`src/logic/alu_pkg.sv`:
```
// Constants and types for the accumulator add and bit datapath
// Function
// - add_literal adds 8-bit literal to accumulator; updates carry, nibble, zero.
// - add_acc_reg adds file register at 7-bit address; updates carry, nibble, zero.
// - Add/AND register ops: destination 0 writes accumulator, 1 writes file register.
// - and_acc_reg ANDs accumulator with file register; only zero flag changes.
// - and_literal ANDs accumulator with literal into accumulator; only zero flag.
// - bit_clear_reg clears indexed bit of file register; flags unchanged.
// - bit_set_reg sets indexed bit of file register; flags unchanged.
`default_nettype none
package alu_pkg;
  localparam int DATA_W     = 8;
  localparam int FADDR_W    = 7;
  localparam int FILE_DEPTH = 128;
  localparam int BIT_W      = 3;
  localparam int BUS_AW     = 8;
  localparam int NIB_W      = 4;
  localparam int FLAG_W     = 3;

  // Register map on the software port
  localparam logic [7:0] FILE_BASE = 8'h00;
  localparam logic [7:0] FILE_LAST = 8'h7F;
  localparam logic [7:0] ACC_ADDR  = 8'h80;
  localparam logic [7:0] STAT_ADDR = 8'h81;
  localparam logic [7:0] STATE_ADDR = 8'h82;
  localparam logic [7:0] COUNT_ADDR = 8'h83;

  // Status and state register bit positions
  localparam int CARRY_POS  = 0;
  localparam int NIBBLE_POS = 1;
  localparam int ZERO_POS   = 2;
  localparam int BUSY_POS   = 0;

  localparam logic [7:0] ACC_RST   = 8'h00;
  localparam logic [2:0] FLAG_RST  = 3'h0;
  localparam logic [7:0] DATA_ZERO = 8'h00;
  localparam logic [7:0] COUNT_ONE = 8'h01;
  localparam logic       DEST_ACC  = 1'b0;

  typedef enum logic [2:0] {
    OP_ADD_LIT = 3'b000,
    OP_ADD_REG = 3'b001,
    OP_AND_REG = 3'b010,
    OP_AND_LIT = 3'b011,
    OP_BIT_CLR = 3'b100,
    OP_BIT_SET = 3'b101
  } op_t;

  typedef enum logic [0:0] {
    ST_IDLE = 1'b0,
    ST_EXEC = 1'b1
  } state_t;
endpackage
`default_nettype wire

```
`src/logic/file_port_if.sv`:
```
// Port bundle between the datapath and its file register memory
`default_nettype none
interface file_port_if #(
  parameter int AW = 7,
  parameter int DW = 8
);
  logic [AW-1:0] core_addr;
  logic [DW-1:0] core_data;
  logic          bus_rd;
  logic [AW-1:0] bus_addr;
  logic          bus_ext;
  logic [DW-1:0] bus_ext_data;
  logic [DW-1:0] bus_data;
  logic          wr_en;
  logic [AW-1:0] wr_addr;
  logic [DW-1:0] wr_data;

  modport ctrl (
    output core_addr, bus_rd, bus_addr, bus_ext, bus_ext_data,
    output wr_en, wr_addr, wr_data,
    input  core_data, bus_data
  );
  modport mem (
    input  core_addr, bus_rd, bus_addr, bus_ext, bus_ext_data,
    input  wr_en, wr_addr, wr_data,
    output core_data, bus_data
  );
endinterface
`default_nettype wire

```
`src/logic/file_mem.sv`:
```
// File register memory: one write port, two registered read ports
`default_nettype none
module file_mem
  import alu_pkg::*;
#(
  parameter int DEPTH = 128,
  parameter int DW    = 8
) (
  input  wire logic  clk,
  input  wire logic  rst_n,
  file_port_if.mem   port
);
  logic [DW-1:0] mem_r [DEPTH];
  logic [DW-1:0] core_data_r;
  logic [DW-1:0] bus_data_r;

  always_ff @(posedge clk) begin
    if (port.wr_en) begin
      mem_r[port.wr_addr] <= port.wr_data;
    end
  end

  always_ff @(posedge clk or negedge rst_n) begin
    if (!rst_n) begin
      core_data_r <= DATA_ZERO;
    end else begin
      core_data_r <= mem_r[port.core_addr];
    end
  end

  // Bus read register also carries non-memory words; zero when idle
  always_ff @(posedge clk or negedge rst_n) begin
    if (!rst_n) begin
      bus_data_r <= DATA_ZERO;
    end else if (!port.bus_rd) begin
      bus_data_r <= DATA_ZERO;
    end else if (port.bus_ext) begin
      bus_data_r <= port.bus_ext_data;
    end else begin
      bus_data_r <= mem_r[port.bus_addr];
    end
  end

  assign port.core_data = core_data_r;
  assign port.bus_data  = bus_data_r;
endmodule
`default_nettype wire

```
`src/logic/acc_alu.sv`:
```
// Accumulator add, AND and bit set/clear datapath with register port
`default_nettype none
module acc_alu
  import alu_pkg::*;
#(
  parameter int DEPTH = FILE_DEPTH
) (
  input  wire logic                CORE_CLK,
  input  wire logic                RSTN,
  input  wire logic [BUS_AW-1:0]   REG_ADDR,
  input  wire logic [DATA_W-1:0]   REG_WDATA,
  input  wire logic                REG_WR,
  input  wire logic                REG_RD,
  output logic      [DATA_W-1:0]   REG_RDATA,
  input  wire logic                INS_VALID,
  input  wire logic [2:0]          INS_OP,
  input  wire logic [DATA_W-1:0]   INS_LIT,
  input  wire logic [FADDR_W-1:0]  INS_FADDR,
  input  wire logic                INS_DEST,
  input  wire logic [BIT_W-1:0]    INS_BIT,
  output logic                     INS_READY,
  output logic                     INS_DONE,
  output logic      [DATA_W-1:0]   ACC_OUT,
  output logic      [FLAG_W-1:0]   FLAGS_OUT
);

  ////////////////////////////////////////////////////////////////////////////
  // Declarations

  file_port_if #(.AW(FADDR_W), .DW(DATA_W)) fport ();

  state_t              state_r;
  state_t              state_nxt;
  logic [DATA_W-1:0]   acc_r;
  logic [DATA_W-1:0]   acc_nxt;
  logic                acc_we;
  logic                carry_r;
  logic                carry_nxt;
  logic                nib_r;
  logic                nib_nxt;
  logic                zero_r;
  logic                zero_nxt;
  logic                ready_r;
  logic                done_r;
  logic                done_nxt;
  logic [DATA_W-1:0]   count_r;

  // Instruction held while its file register is read
  op_t                 op_r;
  logic [FADDR_W-1:0]  faddr_r;
  logic                dest_r;
  logic [BIT_W-1:0]    bit_r;

  logic                accept;
  logic                needs_file;
  op_t                 op_in;
  logic                known_op;

  // Execution result
  logic [DATA_W-1:0]   operand;
  logic [DATA_W:0]     sum_full;
  logic [NIB_W:0]      sum_nib;
  logic [DATA_W-1:0]   result;
  logic [DATA_W-1:0]   bit_mask;
  logic                file_we;
  op_t                 op_exec;
  logic                exec_now;

  // Software port decode
  logic                bus_file;
  logic                bus_acc_wr;
  logic                bus_stat_wr;
  logic [DATA_W-1:0]   ext_data;
  logic [DATA_W-1:0]   stat_word;
  logic [DATA_W-1:0]   state_word;

  ////////////////////////////////////////////////////////////////////////////
  // Instruction acceptance

  assign op_in      = op_t'(INS_OP);
  assign accept     = INS_VALID && ready_r;
  assign needs_file = (op_in == OP_ADD_REG) || (op_in == OP_AND_REG) ||
                      (op_in == OP_BIT_CLR) || (op_in == OP_BIT_SET);
  assign known_op   = needs_file || (op_in == OP_ADD_LIT) ||
                      (op_in == OP_AND_LIT);

  always_comb begin
    state_nxt = state_r;
    case (state_r)
      ST_IDLE: begin
        if (accept && needs_file) begin
          state_nxt = ST_EXEC;
        end
      end
      ST_EXEC: begin
        state_nxt = ST_IDLE;
      end
      default: begin
        state_nxt = ST_IDLE;
      end
    endcase
  end

  always_ff @(posedge CORE_CLK or negedge RSTN) begin
    if (!RSTN) begin
      state_r <= ST_IDLE;
    end else begin
      state_r <= state_nxt;
    end
  end

  always_ff @(posedge CORE_CLK or negedge RSTN) begin
    if (!RSTN) begin
      ready_r <= 1'b0;
    end else begin
      ready_r <= (state_nxt == ST_IDLE);
    end
  end

  always_ff @(posedge CORE_CLK or negedge RSTN) begin
    if (!RSTN) begin
      op_r    <= OP_ADD_LIT;
      faddr_r <= '0;
      dest_r  <= DEST_ACC;
      bit_r   <= '0;
    end else if (accept) begin
      op_r    <= op_in;
      faddr_r <= INS_FADDR;
      dest_r  <= INS_DEST;
      bit_r   <= INS_BIT;
    end
  end

  ////////////////////////////////////////////////////////////////////////////
  // Datapath

  // Literal ops execute on acceptance, file ops one cycle later
  assign exec_now = (state_r == ST_EXEC) ||
                    (accept && known_op && !needs_file);
  assign op_exec  = (state_r == ST_EXEC) ? op_r : op_in;

  always_comb begin
    if (state_r == ST_EXEC) begin
      operand = fport.core_data;
    end else begin
      operand = INS_LIT;
    end
  end

  assign sum_full = {1'b0, acc_r} + {1'b0, operand};
  assign sum_nib  = {1'b0, acc_r[NIB_W-1:0]} +
                    {1'b0, operand[NIB_W-1:0]};
  assign bit_mask = DATA_W'(1) << bit_r;

  always_comb begin
    result    = DATA_ZERO;
    carry_nxt = carry_r;
    nib_nxt   = nib_r;
    zero_nxt  = zero_r;
    if (exec_now) begin
      case (op_exec)
        OP_ADD_LIT, OP_ADD_REG: begin
          result    = sum_full[DATA_W-1:0];
          carry_nxt = sum_full[DATA_W];
          nib_nxt   = sum_nib[NIB_W];
          zero_nxt  = (sum_full[DATA_W-1:0] == DATA_ZERO);
        end
        OP_AND_LIT, OP_AND_REG: begin
          result    = acc_r & operand;
          zero_nxt  = ((acc_r & operand) == DATA_ZERO);
        end
        OP_BIT_CLR: begin
          result = operand & ~bit_mask;
        end
        OP_BIT_SET: begin
          result = operand | bit_mask;
        end
        default: begin
          result = DATA_ZERO;
        end
      endcase
    end
  end

  // Destination select; bit ops always return to the file register
  always_comb begin
    acc_we  = 1'b0;
    file_we = 1'b0;
    if (exec_now) begin
      case (op_exec)
        OP_ADD_LIT, OP_AND_LIT: begin
          acc_we = 1'b1;
        end
        OP_ADD_REG, OP_AND_REG: begin
          acc_we  = (dest_r == DEST_ACC);
          file_we = (dest_r != DEST_ACC);
        end
        OP_BIT_CLR, OP_BIT_SET: begin
          file_we = 1'b1;
        end
        default: begin
          acc_we = 1'b0;
        end
      endcase
    end
  end

  ////////////////////////////////////////////////////////////////////////////
  // Software port decode

  assign bus_file    = (REG_ADDR <= FILE_LAST);
  assign bus_acc_wr  = REG_WR && (REG_ADDR == ACC_ADDR);
  assign bus_stat_wr = REG_WR && (REG_ADDR == STAT_ADDR);

  assign stat_word  = {5'h0_0, zero_r, nib_r, carry_r};
  assign state_word = {7'h0_0, (state_r == ST_EXEC)};

  always_comb begin
    case (REG_ADDR)
      ACC_ADDR:   ext_data = acc_r;
      STAT_ADDR:  ext_data = stat_word;
      STATE_ADDR: ext_data = state_word;
      COUNT_ADDR: ext_data = count_r;
      default:    ext_data = DATA_ZERO;
    endcase
  end

  // Core write has priority over a software write in the same cycle
  always_comb begin
    acc_nxt = acc_r;
    if (acc_we) begin
      acc_nxt = result;
    end else if (bus_acc_wr) begin
      acc_nxt = REG_WDATA;
    end
  end

  always_ff @(posedge CORE_CLK or negedge RSTN) begin
    if (!RSTN) begin
      acc_r <= ACC_RST;
    end else begin
      acc_r <= acc_nxt;
    end
  end

  // Flags: an instruction update beats a software write
  always_ff @(posedge CORE_CLK or negedge RSTN) begin
    if (!RSTN) begin
      carry_r <= FLAG_RST[CARRY_POS];
      nib_r   <= FLAG_RST[NIBBLE_POS];
      zero_r  <= FLAG_RST[ZERO_POS];
    end else if (exec_now) begin
      carry_r <= carry_nxt;
      nib_r   <= nib_nxt;
      zero_r  <= zero_nxt;
    end else if (bus_stat_wr) begin
      carry_r <= REG_WDATA[CARRY_POS];
      nib_r   <= REG_WDATA[NIBBLE_POS];
      zero_r  <= REG_WDATA[ZERO_POS];
    end
  end

  assign done_nxt = exec_now;

  always_ff @(posedge CORE_CLK or negedge RSTN) begin
    if (!RSTN) begin
      done_r <= 1'b0;
    end else begin
      done_r <= done_nxt;
    end
  end

  // Completed-instruction counter; software write reloads it unless an instruction completes in the same cycle
  always_ff @(posedge CORE_CLK or negedge RSTN) begin
    if (!RSTN) begin
      count_r <= DATA_ZERO;
    end else if (exec_now) begin
      count_r <= count_r + COUNT_ONE;
    end else if (REG_WR && (REG_ADDR == COUNT_ADDR)) begin
      count_r <= REG_WDATA;
    end
  end

  ////////////////////////////////////////////////////////////////////////////
  // File register memory

  assign fport.core_addr    = INS_FADDR;
  assign fport.bus_rd       = REG_RD;
  assign fport.bus_addr     = REG_ADDR[FADDR_W-1:0];
  assign fport.bus_ext      = !bus_file;
  assign fport.bus_ext_data = ext_data;
  assign fport.wr_en        = file_we || (REG_WR && bus_file);
  assign fport.wr_addr      = file_we ? faddr_r : REG_ADDR[FADDR_W-1:0];
  assign fport.wr_data      = file_we ? result : REG_WDATA;

  file_mem #(
    .DEPTH (DEPTH),
    .DW    (DATA_W)
  ) u_file_mem (
    .clk   (CORE_CLK),
    .rst_n (RSTN),
    .port  (fport)
  );

  ////////////////////////////////////////////////////////////////////////////
  // Outputs

  assign REG_RDATA = fport.bus_data;
  assign INS_READY = ready_r;
  assign INS_DONE  = done_r;
  assign ACC_OUT   = acc_r;
  assign FLAGS_OUT = {zero_r, nib_r, carry_r};

endmodule
`default_nettype wire

```
`config.mk`:
```
export PLATFORM = sky130hd
export DESIGN_NAME = acc_alu
export DESIGN_NICKNAME = d
export VERILOG_FILES = /design/src/logic/alu_pkg.sv /design/src/logic/file_port_if.sv /design/src/logic/file_mem.sv /design/src/logic/acc_alu.sv
export SDC_FILE = /design/constraint.sdc
export NUM_CORES = 2
export LEC_CHECK = 0
export BUFFER_PORTS_ARGS = -buffer_cell sky130_fd_sc_hd__buf_4
export CAP_MARGIN = 20
export CORE_AREA = 5 5 283 285
export CTS_BUF_LIST = sky130_fd_sc_hd__clkbuf_4 sky130_fd_sc_hd__clkbuf_8 sky130_fd_sc_hd__clkbuf_16
export CTS_CLUSTER_SIZE = 24
export DETAILED_ROUTE_END_ITERATION = 16
export DIE_AREA = 0 0 288 290
export GPL_ROUTABILITY_DRIVEN = 0
export PLACE_DENSITY_LB_ADDON = 0.08
export SYNTH_ARGS = -nofsm -noshare
export SYNTH_HDL_FRONTEND = slang
export SYNTH_SLANG_ARGS = --single-unit
export TNS_END_PERCENT = 20
```
`constraint.sdc`:
```
create_clock -name CORE_CLK -period 28.6 [get_ports CORE_CLK]
set_clock_uncertainty 0.1 [all_clocks]
set_input_delay 1.43 -clock CORE_CLK [delete_from_list [all_inputs] [get_ports CORE_CLK]]
set_output_delay 1.43 -clock CORE_CLK [all_outputs]
set_load 0.01 [all_outputs]
```
Word-level counts from Yosys, hierarchy flattened
Memory sizes are Yosys's and may differ from the RTL's. A register that Yosys moved wholly into a read port is not among the register bits.
Cells that the tools add are included.
{"block": "classes", "n_eq_ne": 16, "n_shift": 1, "reduce_logical": 31, "n_mux": 30, "bitwise": 7, "addsub": 3, "order_cmp": 1}
{"op": "8-bit two-way mux", "n": 9}
{"op": "8-bit one-hot mux with 4 select lines", "n": 2}
{"op": "8-bit equality test, second input constant", "n": 4}
{"op": "8-bit bitwise AND", "n": 2}
{"op": "8-bit zero test", "n": 2}
{"op": "1-bit two-way mux", "n": 13}
{"op": "3-bit by 2-bit equality test with 1-bit output, second input constant", "n": 4}
{"op": "3-bit equality test, second input constant", "n": 4}
{"op": "2-bit OR reduction", "n": 5}
{"op": "8-bit by 8-bit adder with 9-bit output", "n": 1}
{"op": "8-bit by 1-bit adder with 8-bit output, second input constant", "n": 1}
{"op": "8-bit by 7-bit less-or-equal comparator with 1-bit output, second input constant", "n": 1}
{"op": "1-bit logical AND", "n": 8}
{"op": "8-bit inverter", "n": 1}
{"op": "8-bit OR", "n": 1}
{"op": "1-bit one-hot mux with 2 select lines", "n": 4}
{"op": "1-bit by 3-bit left shift with 8-bit output, first input constant", "n": 1}
{"op": "1-bit logical OR", "n": 7}
{"op": "7-bit two-way mux", "n": 1}
{"op": "3-bit by 1-bit equality test with 1-bit output, second input constant", "n": 2}
{"op": "3-bit zero test", "n": 2}
{"op": "2-bit nonzero test", "n": 3}
{"op": "4-bit by 4-bit adder with 5-bit output", "n": 1}
{"op": "2-bit AND reduction", "n": 2}
{"op": "other kinds (5)", "n": 8}
{"block": "word_totals", "ram_bits": 1024, "input_bits": 43, "mem_count": 1, "word_cells": 103, "reg_bits": 44, "output_inout_bits": 21}
{"name": "u_file_mem.mem_r", "depth": 128, "word_bits": 8, "read_ports": 2, "rd_ports_with_merged_regs": 1, "write_ports": 1, "line_no": "file_mem.sv:13", "source": "logic [DW-1:0] mem_r [DEPTH];"}

Depth between registers and ports, before layout
{"block": "depth", "word_depth": 13, "depth_mapped": 11, "ltp_nobuf": 9}

By module
A second synthesis with hierarchy kept.
{"block": "unflattened", "hier_cells": 2655, "hier_area_um2": 51016.4}
{"module": "file_mem", "seq_area_each_um2": 31149.9, "area_each_um2": 48038.6, "cells_each": 2335, "instances": 1}
{"module": "acc_alu", "seq_area_each_um2": 900.9, "area_each_um2": 2977.9, "cells_each": 320, "instances": 1}

Least setup slack after synthesis
Ideal clock, no wire load.
{"block": "synth_timing", "path_kind": "in2reg", "start": "input INS_LIT[0]", "end": "memory u_file_mem.mem_r[0][6], data pin", "cell_stages": 9, "required_time_ps": 27275, "path_slack_ps": 18745, "arrival_time_ps": 8530, "setup_ps": 1225, "n_path_buf": 0, "path_cell_list": "mux2_2 > ha_1 > fa_1 > a21o_1 > a21oi_1 > o21a_1 > o211ai_1 > o21a_1 > o31ai_1"}
{"block": "synth_between", "elab_chain_cells": 5}
{"item": "start, declared", "line_no": "acc_alu.sv:17", "source": "input wire logic [DATA_W-1:0] INS_LIT,"}
{"item": "8-bit two-way mux", "line_no": "acc_alu.sv:143", "source": "if (state_r == ST_EXEC) begin"}
{"item": "8-bit by 8-bit adder with 9-bit output", "line_no": "acc_alu.sv:150", "source": "assign sum_full = {1'b0, acc_r} + {1'b0, operand};"}
{"item": "8-bit one-hot mux with 4 select lines", "line_no": "acc_alu.sv:161", "source": "case (op_exec)"}
{"item": "8-bit two-way mux", "line_no": "acc_alu.sv:160", "source": "if (exec_now) begin"}
{"item": "8-bit two-way mux", "line_no": "acc_alu.sv:294", "source": "assign fport.wr_data = file_we ? result : REG_WDATA;"}
{"item": "net fport.wr_data[6]", "line_no": "file_port_if.sv:16", "source": "logic [DW-1:0] wr_data;"}
{"item": "end, declared", "line_no": "file_mem.sv:13"}
The timed path passes the listed nets, and every way through them passes these cells.

==> results.py <==
metrics = {
    "run_status": {
        "outcome": "finished, final reports clean",
    },
    "power_and_ir_drop": {
        "switchingPower_uw": 949,
        "swShare_pct": 25.2,
        "powerDensity_nw_per_um2": 66.0,
        "clkPwrFrac_pct": 40.1,
        "power_frac_seq_pct": 48.1,
        "p_leak_uw": 0.0182,
        "ir_drop_mv": 0.0759,
        "p_int_uw": 2820,
        "comb_power_share_pct": 11.8,
    },
    "finish": {
        "nNetsFinal": 2854,
        "syn2layout_area_growth_pct": 9.71,
        "drive_above_1_share_pct": 31.9,
        "finalNonFillerCells": 3937,
    },
    "worst_setup_path": {
        "crit_arrival_ps": 5970,
        "worstSetupPathType": "in2reg",
        "critPathSlowestCell": "buf_4",
        "crit_chain": "buf_8, buf_4, buf_4, buf_4, mux4_2, mux4_2, o21ai_0, nand4_1",
        "cp-end-kind": "flop",
        "cp.required_ps": 29010,
        "cp_common_cell": "buf_4",
        "worst-path-max-fanout": 65,
        "reg2reg_depth": 8,
        "r2r_start": "state_r$_DFF_PN0_",
        "cp_slowest_stage_delay_ps": 840,
        "start_kind": "input port",
        "timing.critical_path.from": "INS_FADDR[0]",
    },
    "logic_synthesis": {
        "ys_dominant_reg_cell": "edfxtp_1",
        "synth.largest_area_cell": "edfxtp_1",
        "synth-edff-count": 1024,
        "async_flop_share_pct": 4.83,
        "synth_fp_nets": 2847,
        "synth_area_leaders": "edfxtp_1 59%, mux4_2 23%, mux2i_1 3.4%",
        "yosys-top-cells-count": "1024 x edfxtp_1, 530 x mux4_2, 187 x nor2_1, 175 x mux2i_1, 78 x buf_2",
        "ys_ff_latch": 1076,
        "syn-cell-area_sq_um": 52100,
        "yosysMostFrequentCell": "edfxtp_1",
        "synthCells": 2794,
        "yosysUniqueCellTypes": 79,
        "yosys_warnings": 0,
        "yosysSeqAreaShare_pct": 61.6,
        "netlist.area_leader.share_pct": 59.1,
        "syn_area_per_cell_sq_um": 18.6,
    },
    "placed_design": {
        "place_inst": 3723,
        "port-buffer-count": 63,
        "place_hpwl_um": 102000,
    },
    "timing": {
        "setup_violations": 0,
        "fin_tns_setup_ps": 0,
        "drv_slew": 0,
        "grt_setup_unrepaired": "no",
        "hold_viol": 0,
        "worstMarginPinSlew_ps": 1280,
        "max_slew_margin_pct": 13.5,
        "period_needed_ps": 5560,
        "period_share_pct": 19.4,
        "max_freq_ghz": 0.180,
    },
    "detailed_routing": {
        "vias": 31500,
        "postRouteAntennaNets": 0,
        "avgRoutedWirePerCell_um": 40.0,
        "firstDrtPassIters": 8,
        "drcViolationCount": 0,
        "drtIter0Drc": 5431,
        "wl_um": 157000,
        "viasPerCell": 7.99,
    },
    "floorplanning": {
        "io_pins": 64,
        "die_h_um": 290,
        "start_util_pct": 67.5,
        "fp-row-count": 102,
        "coreArea_sq_um": 77100,
        "die_width_um": 288,
        "fp.dieArea_sq_um": 83500,
    },
    "cts": {
        "clockRootBuffer": "clkbuf_16",
        "numCtsBuffers": 110,
        "clockBufferDepth": 3,
        "cts_tree": "yes",
        "clk_latency_ps": 700,
        "hold_buffers": 0,
        "path_clk_slew_ps": 60,
        "cts_setup_buffers": 0,
        "clock-sinks": 1076,
        "cts_resized": 0,
        "htreeDepth": 3,
    },
    "worst_hold_path": {
        "holdPathStages": 1,
        "hp-start": "op_r[0]$_DFFE_PN0P_",
        "hold_path.class": "reg2reg",
    },
    "global_routing": {
        "grt_pass1_vias": 31000,
        "grt_max_degree": 129,
        "grt-ovfl-total": 0,
        "antenna_found_initial": 7,
        "grt.total_usage_pct": 37.9,
        "grt_pass1_wl_um": 225000,
    },
    "run": {
        "cap_violations": 0,
    },
}
==> critical path: cells and delay by family <==
kind | cells | cell delay [ps]
buffers and inverters | 4 | 2850
AO/OA/AOI/OAI | 1 | 220
multiplexers | 2 | 1100
AND/OR/NAND/NOR | 1 | 140
==> layout make-up <==
type | count | area (sq um)
Sequential cell | 1076 | 32100
Fill cell | 4400 | 20000
Multi-Input combinational cell | 1491 | 19000
Clock buffer | 134 | 2930
Tap cell | 1040 | 1300
Timing Repair Buffer | 111 | 946
Clock inverter | 72 | 873
Inverter | 11 | 41.3
Antenna cell | 2 | 5.00
==> per-layer routing <==
layer	track usage, %	up-vias	share of wire [%]
met3	12.1	550	14
li1	-	11900	-
met4	19.1	12	7.0
met5	0.407	-	0.13
met2	56.4	2889	45
met1	51.4	16100	33
==> state kept, by name, indices dropped and copies added, names as in the netlist, 3 cells and up <==
name,cells
u_file_mem.port.core_data,8
count_r,8
op_r,3
faddr_r,7
bit_r,3
ACC_OUT,8
u_file_mem.mem_r,1024
u_file_mem.port.bus_data,8
==> placed cells by master, fill, tap and decap left out, types with 38 or more instances in the layout <==
master	synthesis	layout
a21oi_1	47	47
a22oi_1	43	43
buf_4	23	99
clkbuf_16	0	110
dfrtp_1	52	52
edfxtp_1	1024	1024
mux2_2	38	38
mux2i_1	175	175
mux4_2	530	530
nand2_1	73	73
nor2_1	187	187
o21ai_0	59	54
==> power by group through the flow <==
stage	clock network, uW	registers, uW	logic (uW)
finish	1510	1810	446
global route	1590	1810	463
CTS	1510	1810	431
detailed placement	0	1840	427
global placement	0	1840	416
floorplan	0	1850	280
==> kinds of logic (layout without fill, tap and decap cells) <==
kind of cell / count (synthesis) / in the layout / share of synthesized area [%]
flip-flops: 1076 / 1076 / 61.6
multiplexers: 762 / 762 / 27.9
AND/OR/NAND/NOR: 393 / 393 / 3.47
AO/OA/AOI/OAI: 319 / 319 / 4.47
buffers and inverters: 227 / 328 / 2.24
adder cells (fa/ha/maj): 10 / 10 / 0.255
XOR/XNOR: 7 / 7 / 0.118
other: 0 / 2 / 0
==> stage by stage <==
stage / setup WS, ps / instance area [sq um] / util (%) / hold slack (ps) / power, uW
2_1_floorplan: 18750 / 52100 / - / 367 / 2120
3_3_place_gp: 22390 / 53200 / 69.0 / 395 / 2260
3_5_place_dp: 22330 / 53200 / 69.0 / 409 / 2270
4_1_cts: 23040 / 57000 / 74.0 / 423 / 3750
5_1_grt: 22630 / 57100 / 74.1 / 439 / 3860
6_report: 23040 / 57100 / 74.1 / 423 / 3770
==> worst paths after layout <==
kind | end | slack (ps)
max | u_file_mem.port.core_data[3]$_DFF_PN0_ | 23040
min | op_r[0]$_DFFE_PN0P_ | 420
max reg2reg | u_file_mem.mem_r[117][6]$_DFFE_PP_ | 23140
min reg2reg | op_r[0]$_DFFE_PN0P_ | 420
max in group asynchronous | u_file_mem.port.bus_data[4]$_DFF_PN0_ | 27080
min in group asynchronous | bit_r[2]$_DFFE_PN0P_ | 730
No activity file was read; power rests on OpenSTA's default activity.
